==> config.mk <==
export PLATFORM = sky130hd
export DESIGN_NAME = ddr2_burst_path
export DESIGN_NICKNAME = d
export VERILOG_FILES = /design/src/logic/ddr2_burst_pkg.sv /design/src/logic/ddr2_burst_path.sv
export SDC_FILE = /design/constraint.sdc
export NUM_CORES = 1
export LEC_CHECK = 0
export BUFFER_PORTS_ARGS = -buffer_cell sky130_fd_sc_hd__buf_4
export CAP_MARGIN = 15
export CORE_UTILIZATION = 56
export CTS_CLUSTER_DIAMETER = 80
export DETAILED_ROUTE_END_ITERATION = 6
export GPL_ROUTABILITY_DRIVEN = 0
export PLACE_DENSITY = 0.76
export SETUP_SLACK_MARGIN = 0.5
export SLEW_MARGIN = 25
export SYNTH_ARGS = -nofsm -noshare
export SYNTH_HDL_FRONTEND = slang
export SYNTH_SLANG_ARGS = --single-unit
export TNS_END_PERCENT = 30
==> constraint.sdc <==
create_clock -name core_clk -period 4 [get_ports core_clk]
set_input_delay 0.2 -clock core_clk [delete_from_list [all_inputs] [get_ports core_clk]]
set_output_delay 0.2 -clock core_clk [all_outputs]
set_load 0.01 [all_outputs]
==> src/logic/ddr2_burst_pkg.sv <==
// Purpose: constants and types for the DDR2 burst read/write data path
// Assumes: sixteen-bit organisation, small flip-flop array as storage
// Notes: mode fields sit at their address-bit positions in the set command

package ddr2_burst_pkg;

  // ==========================================================
  // widths and depths
  localparam int DQ_W = 16;
  localparam int DM_W = 2;
  localparam int ADDR_W = 13;
  localparam int BA_W = 2;
  localparam int COL_W = 4;
  localparam int MEM_DEPTH = 16;
  localparam int SLOT_W = 4;
  localparam int NUM_SLOTS = 16;
  localparam int SYNC_W = 40;

  // ==========================================================
  // mode register field positions
  localparam int MR_BL_LSB = 0;
  localparam int MR_BT_BIT = 3;
  localparam int MR_CL_LSB = 4;
  localparam int EMR_AL_LSB = 3;
  localparam int EMR_RDQS_BIT = 11;
  localparam logic [BA_W-1:0] BA_MR = 2'h0;
  localparam logic [BA_W-1:0] BA_EMR = 2'h1;

  // ==========================================================
  // legal codes and values after reset
  localparam logic [2:0] BL_CODE_4 = 3'h2;
  localparam logic [2:0] BL_CODE_8 = 3'h3;
  localparam logic [2:0] CL_MIN = 3'h3;
  localparam logic [2:0] CL_MAX = 3'h7;
  localparam logic [2:0] AL_MAX = 3'h6;
  localparam logic RST_BL8 = 1'b0;
  localparam logic RST_ILV = 1'b0;
  localparam logic [2:0] RST_CL = 3'h3;
  localparam logic [2:0] RST_AL = 3'h0;
  localparam logic RST_RDQS = 1'b0;
  localparam logic [3:0] BEATS_BL4 = 4'h4;
  localparam logic [3:0] BEATS_BL8 = 4'h8;

  // ==========================================================
  // command and data path state types
  typedef enum logic [2:0] {cmd_nop, cmd_read, cmd_write, cmd_mode_set, cmd_other} cmd_type;
  typedef enum logic [2:0] {st_idle, st_rd_pre, st_rd_burst, st_rd_post, st_wr_burst} path_state_type;

endpackage : ddr2_burst_pkg

==> src/logic/ddr2_burst_path.sv <==
// Purpose: burst read and write data path of a four-bank DDR2 memory
// Assumes: core_clk much faster than the link clock ck; all pins resynchronised
// Notes: one beat per ck edge; dq/dqs output enables are active low
//
// How it works
// only burst lengths four and eight accepted
// burst length from low three mode bits
// address bit three picks burst ordering
// controller never interrupts a length-four burst
// no burst stop command is decoded
// sequential order counts within nibble, then other
// interleaved order xors start with beat count
// read: cs, cas low; ras, we high
// first read beat after additive plus CAS latency
// strobe preamble low, beats on strobe edges
// read to write spacing at least BL/2+2
// reads every BL/2 clocks stream without gaps
// write decoded from cs, cas, we low
// write latency one less than read latency
// controller drives write preamble and strobed beats
// data after the last write beat ignored
// controller keeps write to read turnaround
// writes every BL/2 clocks stream without gaps
// masked beats leave location unchanged; ignored reading
// sixteen-bit organisation has two mask inputs
// eight-bit read strobe option disables masking
// controller waits analog write recovery before precharge
// early commands held for the additive latency
// length-eight read interrupted only by read
// data and strobe released when not reading

`timescale 1ns/1ps

module ddr2_burst_path (
  // clock and reset
  input wire logic core_clk,
  input wire logic reset_n,
  // command pins from the controller
  input wire logic ck,
  input wire logic cs_n,
  input wire logic ras_n,
  input wire logic cas_n,
  input wire logic we_n,
  input wire logic [ddr2_burst_pkg::BA_W-1:0] ba,
  input wire logic [ddr2_burst_pkg::ADDR_W-1:0] addr,
  // data pins
  input wire logic [ddr2_burst_pkg::DQ_W-1:0] dq_in,
  output logic [ddr2_burst_pkg::DQ_W-1:0] dq_out,
  output logic dq_oe_n,
  input wire logic [ddr2_burst_pkg::DM_W-1:0] dm,
  // strobe pins
  input wire logic dqs_in,
  output logic dqs_out,
  output logic dqs_oe_n,
  // organisation strap
  input wire logic org_x8
);
  import ddr2_burst_pkg::*;

  // ==========================================================
  // helper functions

  // command decode from the four strobes, sampled at a ck rise
  function automatic cmd_type decode_cmd(input logic c, input logic r, input logic a, input logic w);
    cmd_type res;
    res = cmd_other;
    if (c) begin
      res = cmd_nop;
    end else if (!r && !a && !w) begin
      res = cmd_mode_set;
    end else if (r && !a && w) begin
      res = cmd_read;
    end else if (r && !a && !w) begin
      res = cmd_write;
    end else if (r && a && w) begin
      res = cmd_nop;
    end
    // the burst stop encoding falls through as an ignored command
    return res;
  endfunction : decode_cmd

  // column offset of a beat within its burst
  function automatic logic [2:0] col_order(input logic [2:0] start, input logic [2:0] beat,
                                           input logic is_bl8, input logic is_ilv);
    logic [2:0] res;
    res = start;
    if (is_ilv) begin
      res[1:0] = start[1:0] ^ beat[1:0];
      res[2] = is_bl8 ? (start[2] ^ beat[2]) : start[2];
    end else begin
      res[1:0] = start[1:0] + beat[1:0];
      res[2] = is_bl8 ? (start[2] ^ beat[2]) : start[2];
    end
    return res;
  endfunction : col_order

  // ==========================================================
  // pin synchronisers

  logic [SYNC_W-1:0] pin_raw, pin_meta, pin_sync;
  logic s_ck, s_cs_n, s_ras_n, s_cas_n, s_we_n, s_dqs, s_org_x8, ck_last, dqs_last;
  logic [BA_W-1:0] s_ba;
  logic [ADDR_W-1:0] s_addr;
  logic [DM_W-1:0] s_dm;
  logic [DQ_W-1:0] s_dq;

  // every pin bundled so that all lanes see the same delay
  assign pin_raw = {ck, cs_n, ras_n, cas_n, we_n, ba, addr, dqs_in, dm, dq_in, org_x8};
  assign {s_ck, s_cs_n, s_ras_n, s_cas_n, s_we_n, s_ba, s_addr, s_dqs, s_dm, s_dq, s_org_x8} = pin_sync;

  // two flops per pin, then one more for edge finding
  always_ff @(posedge core_clk) begin
    if (!reset_n) begin
      pin_meta <= '0;
      pin_sync <= '0;
      ck_last <= 1'b0;
      dqs_last <= 1'b0;
    end else begin
      pin_meta <= pin_raw;
      pin_sync <= pin_meta;
      ck_last <= s_ck;
      dqs_last <= s_dqs;
    end
  end

  // edge strobes of link clock and data strobe
  logic ck_rise, ck_fall, dqs_rise, dqs_fall;
  assign ck_rise = s_ck & ~ck_last;
  assign ck_fall = ~s_ck & ck_last;
  assign dqs_rise = s_dqs & ~dqs_last;
  assign dqs_fall = ~s_dqs & dqs_last;

  // ==========================================================
  // mode registers

  cmd_type cmd;
  logic bl8, ilv, rdqs_en, mr_hit, emr_hit;
  logic [2:0] cas_lat, add_lat, bl_code, cl_code, al_code;

  assign cmd = ck_rise ? decode_cmd(s_cs_n, s_ras_n, s_cas_n, s_we_n) : cmd_nop;
  assign mr_hit = (cmd == cmd_mode_set) && (s_ba == BA_MR);
  assign emr_hit = (cmd == cmd_mode_set) && (s_ba == BA_EMR);
  assign bl_code = s_addr[MR_BL_LSB +: 3];
  assign cl_code = s_addr[MR_CL_LSB +: 3];
  assign al_code = s_addr[EMR_AL_LSB +: 3];

  // illegal codes leave the old setting in place
  always_ff @(posedge core_clk) begin
    if (!reset_n) begin
      bl8 <= RST_BL8;
      ilv <= RST_ILV;
      cas_lat <= RST_CL;
      add_lat <= RST_AL;
      rdqs_en <= RST_RDQS;
    end else begin
      if (mr_hit && (bl_code == BL_CODE_4 || bl_code == BL_CODE_8)) begin
        bl8 <= (bl_code == BL_CODE_8);
      end
      if (mr_hit) begin
        ilv <= s_addr[MR_BT_BIT];
      end
      if (mr_hit && cl_code >= CL_MIN && cl_code <= CL_MAX) begin
        cas_lat <= cl_code;
      end
      if (emr_hit && al_code <= AL_MAX) begin
        add_lat <= al_code;
      end
      if (emr_hit) begin
        rdqs_en <= s_addr[EMR_RDQS_BIT];
      end
    end
  end

  // ==========================================================
  // posted command schedule, indexed by ck cycle

  logic [SLOT_W-1:0] ck_count, rd_lat, wr_lat, cur_slot, nxt_slot, rd_slot, wr_slot;
  logic [NUM_SLOTS-1:0] slot_valid, slot_wr;
  logic [COL_W-1:0] slot_col [NUM_SLOTS];

  assign rd_lat = {1'b0, add_lat} + {1'b0, cas_lat};
  assign wr_lat = rd_lat - 4'h1;
  assign cur_slot = ck_count;
  assign nxt_slot = ck_count + 4'h1;
  assign rd_slot = ck_count + rd_lat;
  assign wr_slot = ck_count + wr_lat;

  // a slot is emptied as its ck cycle arrives; latency of two or more keeps set and clear apart
  always_ff @(posedge core_clk) begin
    if (!reset_n) begin
      ck_count <= '0;
      slot_valid <= '0;
      slot_wr <= '0;
    end else if (ck_rise) begin
      ck_count <= nxt_slot;
      slot_valid[cur_slot] <= 1'b0;
      if (cmd == cmd_read || cmd == cmd_write) begin
        slot_valid[(cmd == cmd_read) ? rd_slot : wr_slot] <= 1'b1;
        slot_wr[(cmd == cmd_read) ? rd_slot : wr_slot] <= (cmd == cmd_write);
        slot_col[(cmd == cmd_read) ? rd_slot : wr_slot] <= s_addr[COL_W-1:0];
      end
    end
  end

  // ==========================================================
  // burst engine

  path_state_type state, next_state;
  logic [COL_W-1:0] base, next_base, eff_base, beat_addr;
  logic [3:0] beat, next_beat, beats_total, eff_beat;
  logic start_rd, start_wr, pre_rd, wr_take, mask_on, next_dq_oe_n, next_dqs_out, next_dqs_oe_n;
  logic [DQ_W-1:0] mem [MEM_DEPTH];
  logic [DQ_W-1:0] next_dq_out;

  assign beats_total = bl8 ? BEATS_BL8 : BEATS_BL4;
  assign start_rd = ck_rise & slot_valid[cur_slot] & ~slot_wr[cur_slot];
  assign start_wr = ck_rise & slot_valid[cur_slot] & slot_wr[cur_slot];
  assign pre_rd = ck_rise & slot_valid[nxt_slot] & ~slot_wr[nxt_slot];
  assign eff_base = (start_rd | start_wr) ? slot_col[cur_slot] : base;
  assign eff_beat = (start_rd | start_wr) ? 4'h0 : beat;
  assign beat_addr = {eff_base[COL_W-1], col_order(eff_base[2:0], eff_beat[2:0], bl8, ilv)};
  // even beats land on strobe rises, odd on falls; nothing outside a write window
  assign wr_take = (start_wr | (state == st_wr_burst)) & (eff_beat[0] ? dqs_fall : dqs_rise);
  assign mask_on = ~(s_org_x8 & rdqs_en);

  // next state and pin drive; a new burst start overrides any running one
  always_comb begin
    next_state = state;
    next_base = base;
    next_beat = beat;
    next_dq_out = dq_out;
    next_dq_oe_n = dq_oe_n;
    next_dqs_out = dqs_out;
    next_dqs_oe_n = dqs_oe_n;
    if (start_rd) begin
      next_state = st_rd_burst;
      next_base = eff_base;
      next_beat = 4'h1;
      next_dq_out = mem[beat_addr];
      next_dq_oe_n = 1'b0;
      next_dqs_out = 1'b1;
      next_dqs_oe_n = 1'b0;
    end else if (start_wr) begin
      next_state = st_wr_burst;
      next_base = eff_base;
      next_beat = wr_take ? 4'h1 : 4'h0;
      next_dq_oe_n = 1'b1;
      next_dqs_oe_n = 1'b1;
    end else begin
      case (state)
        st_idle: begin
          if (pre_rd) begin
            next_state = st_rd_pre;
            next_dqs_out = 1'b0;
            next_dqs_oe_n = 1'b0;
          end
        end
        st_rd_pre: begin
          next_state = st_rd_pre;
        end
        st_rd_burst: begin
          if ((ck_rise || ck_fall) && beat == beats_total) begin
            next_state = pre_rd ? st_rd_pre : st_rd_post;
            next_dq_oe_n = 1'b1;
            next_dqs_out = 1'b0;
          end else if (ck_rise || ck_fall) begin
            next_dq_out = mem[beat_addr];
            next_dqs_out = ~beat[0];
            next_beat = beat + 4'h1;
          end
        end
        st_rd_post: begin
          if (ck_fall) begin
            next_state = st_idle;
            next_dqs_oe_n = 1'b1;
          end
        end
        st_wr_burst: begin
          if (wr_take) begin
            next_beat = beat + 4'h1;
          end
          if (wr_take && (beat + 4'h1) == beats_total) begin
            next_state = st_idle;
          end
        end
        default: begin
          next_state = st_idle;
          next_dq_oe_n = 1'b1;
          next_dqs_oe_n = 1'b1;
        end
      endcase
    end
  end

  // engine registers and pin drivers, released after reset
  always_ff @(posedge core_clk) begin
    if (!reset_n) begin
      state <= st_idle;
      base <= '0;
      beat <= '0;
      dq_out <= '0;
      dq_oe_n <= 1'b1;
      dqs_out <= 1'b0;
      dqs_oe_n <= 1'b1;
    end else begin
      state <= next_state;
      base <= next_base;
      beat <= next_beat;
      dq_out <= next_dq_out;
      dq_oe_n <= next_dq_oe_n;
      dqs_out <= next_dqs_out;
      dqs_oe_n <= next_dqs_oe_n;
    end
  end

  // ==========================================================
  // storage array with per-byte write masking

  // mask lanes are looked at only while a write beat is taken
  always_ff @(posedge core_clk) begin
    for (int i = 0; i < DM_W; i++) begin
      if (wr_take && !(s_dm[i] && mask_on)) begin
        mem[beat_addr][8*i +: 8] <= s_dq[8*i +: 8];
      end
    end
  end

endmodule : ddr2_burst_path

==> flow_summary.toml <==
[setup_path]
critPathKind = "flip-flop to flip-flop"
r2r-end = "slot_wr[1]"
reg2reg_slack_ns = 0.40
end_kind = "flip-flop"
crit_fanout = 8
arrival_ns = 4.06
timing.rr.start = "cas_lat[0]"
cp.required_ns = 4.46
reg2reg_depth = 15
crit_path_start_kind = "flip-flop"

[power]
p_switching_uw = 1966
leakage_uw = 0.008111
comb_power_share_pct = 3.0
ir_worst_vdd_mv = 0.3863
seqPwrFrac_pct = 53.7
power.share.clock_pct = 43.2
swShare_pct = 20.03
powerDensity_mw_per_mm2 = 418.6
internal-power_uw = 7852

[cts]
clk_pin_slew_ns = 0.06
clkLatencyLatePin_ns = 0.55
h-tree-depth = 2
cts_tree = "yes"
cts_sinks = 471
clk_path_buf_depth = 3
cts_inserted_buffers = 45
root_buffer = "clkbuf_16"

[synthesis]
yosys_warnings = 0
synth_edf_count = 320
postSynthCellCount = 1412
ys.flop_type = "edfxtp_1"
synth_area_per_cell_um2 = 13.68
yosysSeqAreaShare_pct = 65.40
syn_area_mm2 = 0.01931
ys_types = 70
syn_nets = 1477
synthArstFlopShare_pct = 0
ys_ff_latch = 471

[routing]
wl_per_cell_um = 22.00
viasPerCell = 6.054
first_pass_iters = 6
routed_wl_um = 45100
ant_nets = 0
route.detailed.drc = 0
drt_iter0_markers = 1326
via_count = 12410

[finish]
drive_above_1_share_pct = 28.09
area_delta_synth_final_pct = 21.44
final_cell_mix = "edfxtp_1, dfxtp_1, buf_4"
finish.utilization_pct = 69.60
final_nets = 1631
num_antenna_cells = 0
final_common_cell = "edfxtp_1"
finalInstanceArea_mm2 = 0.02346

[sta]
rsz0062_at_grt = "yes"
fin_crit_sh_pct = 89.88
whs_ns = 0.3129
tightest_slew_ns = 1.040
drv_slew = 0
fin_worst_skew_ns = 0.02338
timing.fmax_mhz = 278.2
report.final.setup_viol = 0
finalCriticalPeriod_ns = 3.595
hold_viol_final = 0
tns_ns = 0
relSlewSlack_pct = 30.65

[flow_run]
cap_violations = 0

[floorplan]
ios = 61
die_w_um = 187.7
initial_core_util_pct = 57.31
rows = 67
design.die.area_mm2 = 0.03524
fp.dieH_um = 187.7
core_mm2 = 0.03370

[min_path]
min_to = "rdqs_en"
min_from = "reset_n"
hold_path_class = "input port to flip-flop"
hold_depth = 3

[place]
placed_cell_area_mm2 = 0.02069
io_buffers = 55
hpwlAfterDp_um = 27530

[grt]
grt_max_degree = 100
antenna_found_initial = 0
grt_pass1_vias = 12250
grt_usage_pct = 25.14
grt_pass1_wl_um = 68160
overflow = 0

[run_status]
outcome = "complete, no violations"
## how the worst max path moves through the flow
stage | endpoint | startpoint | cells after the start
after global placement | dq_out[6] | ck_count[0] | 15
after floorplan | slot_col[13][0] | cas_lat[0] | 14
after global routing | slot_wr[1] | cas_lat[0] | 16
after CTS | mem[3][5] | ck_count[1] | 11
final | slot_wr[1] | cas_lat[0] | 15
after detailed placement | dq_out[7] | ck_count[1] | 14
## per-layer routing
layer | part of all wire (%) | global-route usage [%] | wire length [um] | up-vias
met3 | 7.6 | 4.960 | 3449 | 88
met4 | 2.6 | 8.036 | 1169 | 0
met1 | 41 | 34.04 | 18590 | 6152
li1 | - | - | - | 5622
met5 | 0 | 0 | 0 | -
met2 | 49 | 40.98 | 21890 | 549
## metrics by stage
step | worst slack, ns | power, uW | instances
2_1_floorplan | 0.4206 | 5493 | 1412
3_3_place_gp | 0.1497 | 5581 | 1898
3_5_place_dp | -0.01025 | 5591 | 1898
4_1_cts | 0.4937 | 9823 | 2028
5_1_grt | 0.2986 | 10070 | 2050
6_report | 0.4049 | 9818 | 2050
## critical path, stage by stage, from the launching register on
cell      delay, ns
dfxtp_2        0.34
ha_4           0.16
fa_1           0.52
inv_2          0.07
ha_4           0.22
inv_4          0.05
ha_4           0.11
inv_2          0.03
fa_2           0.34
xor2_1         0.17
mux2i_1        0.22
xor2_2         0.48
nand2b_4       0.29
buf_8          0.14
o21ai_0        0.14
a21oi_2        0.20
## flip-flops by register name, indices dropped and copies added (netlist names), 3 cells and up, named ones only
register    flops
mem           256
slot_col       64
pin_meta       35
pin_sync       35
dq_out         16
slot_valid     16
slot_wr        16
base            4
beat            4
ck_count        4
add_lat         3
cas_lat         3
state           3
## cells in the mapped netlist, types with 3 or more instances
cell | count | area share (%)
edfxtp_1 | 320 | 50
dfxtp_1 | 151 | 16
o21ai_0 | 87 | 2.3
nor2_1 | 82 | 1.6
and2_1 | 76 | 2.5
nand2_1 | 71 | 1.4
nand3_1 | 62 | 1.6
a21oi_1 | 59 | 1.5
clkbuf_1 | 43 | 0.84
mux2_2 | 39 | 2.3
a21bo_2 | 37 | 1.9
mux2i_1 | 33 | 1.7
nor3_1 | 33 | 0.86
inv_1 | 25 | 0.49
a31oi_1 | 22 | 0.71
mux2_1 | 21 | 1.2
ha_1 | 20 | 1.3
mux4_2 | 19 | 2.2
o2111a_1 | 18 | 1.0
a222oi_1 | 16 | 0.83
buf_2 | 16 | 0.41
a21bo_1 | 11 | 0.57
o21a_1 | 11 | 0.43
nor3b_1 | 10 | 0.39
or3_1 | 9 | 0.29
xor2_1 | 9 | 0.41
buf_6 | 8 | 0.47
mux4_1 | 8 | 1.1
xnor2_1 | 8 | 0.36
buf_4 | 5 | 0.19
mux2_4 | 5 | 0.39
nand2b_1 | 5 | 0.16
nand3b_1 | 5 | 0.19
nor2b_1 | 5 | 0.16
buf_1 | 4 | 0.078
o221a_2 | 4 | 0.23
a21o_1 | 3 | 0.12
and3_1 | 3 | 0.097
fa_1 | 3 | 0.31
o2111ai_1 | 3 | 0.14
o22ai_1 | 3 | 0.097
o311ai_0 | 3 | 0.14
## repair_timing
action,in CTS,in global routing
pin swaps,14,41
gates resized for setup,58,72
endpoints found under the setup margin,356,328
hold buffers,35,0
setup buffers,11,20
endpoints found under the hold margin,35,0
cloned,1,2
## area by class of cell
| class | instances | area [um^2] |
|---|---|---|
| clock inverters | 22 | 190.2 |
| inverters | 26 | 103.9 |
| multi-input cells | 835 | 6865 |
| flip-flops and latches | 471 | 12650 |
| clock buffers | 61 | 1310 |
| repair buffers | 187 | 1777 |
| fillers | 2179 | 10240 |
| well taps | 448 | 560.5 |
## kinds of logic (layout without fill, tap and decap cells)
logic type | after synthesis | in the layout | share of synthesized area, %
flops | 471 | 471 | 65.40
simple gates | 373 | 374 | 9.665
buf+inv | 107 | 296 | 2.772
compound gates | 296 | 296 | 10.88
mux | 125 | 125 | 8.901
xor+xnor | 17 | 17 | 0.7709
fa+ha+maj | 23 | 23 | 1.607
## power by group through the flow
stage                     clock network, uW  logic [uW]  registers (uW)
after floorplan                           0         146            5350
after global placement                    0         206            5370
after detailed placement                  0         212            5380
after CTS                              4280         266            5270
after global routing                   4480         319            5280
final                                  4250         296            5280
(Power assumes the default switching activity.)
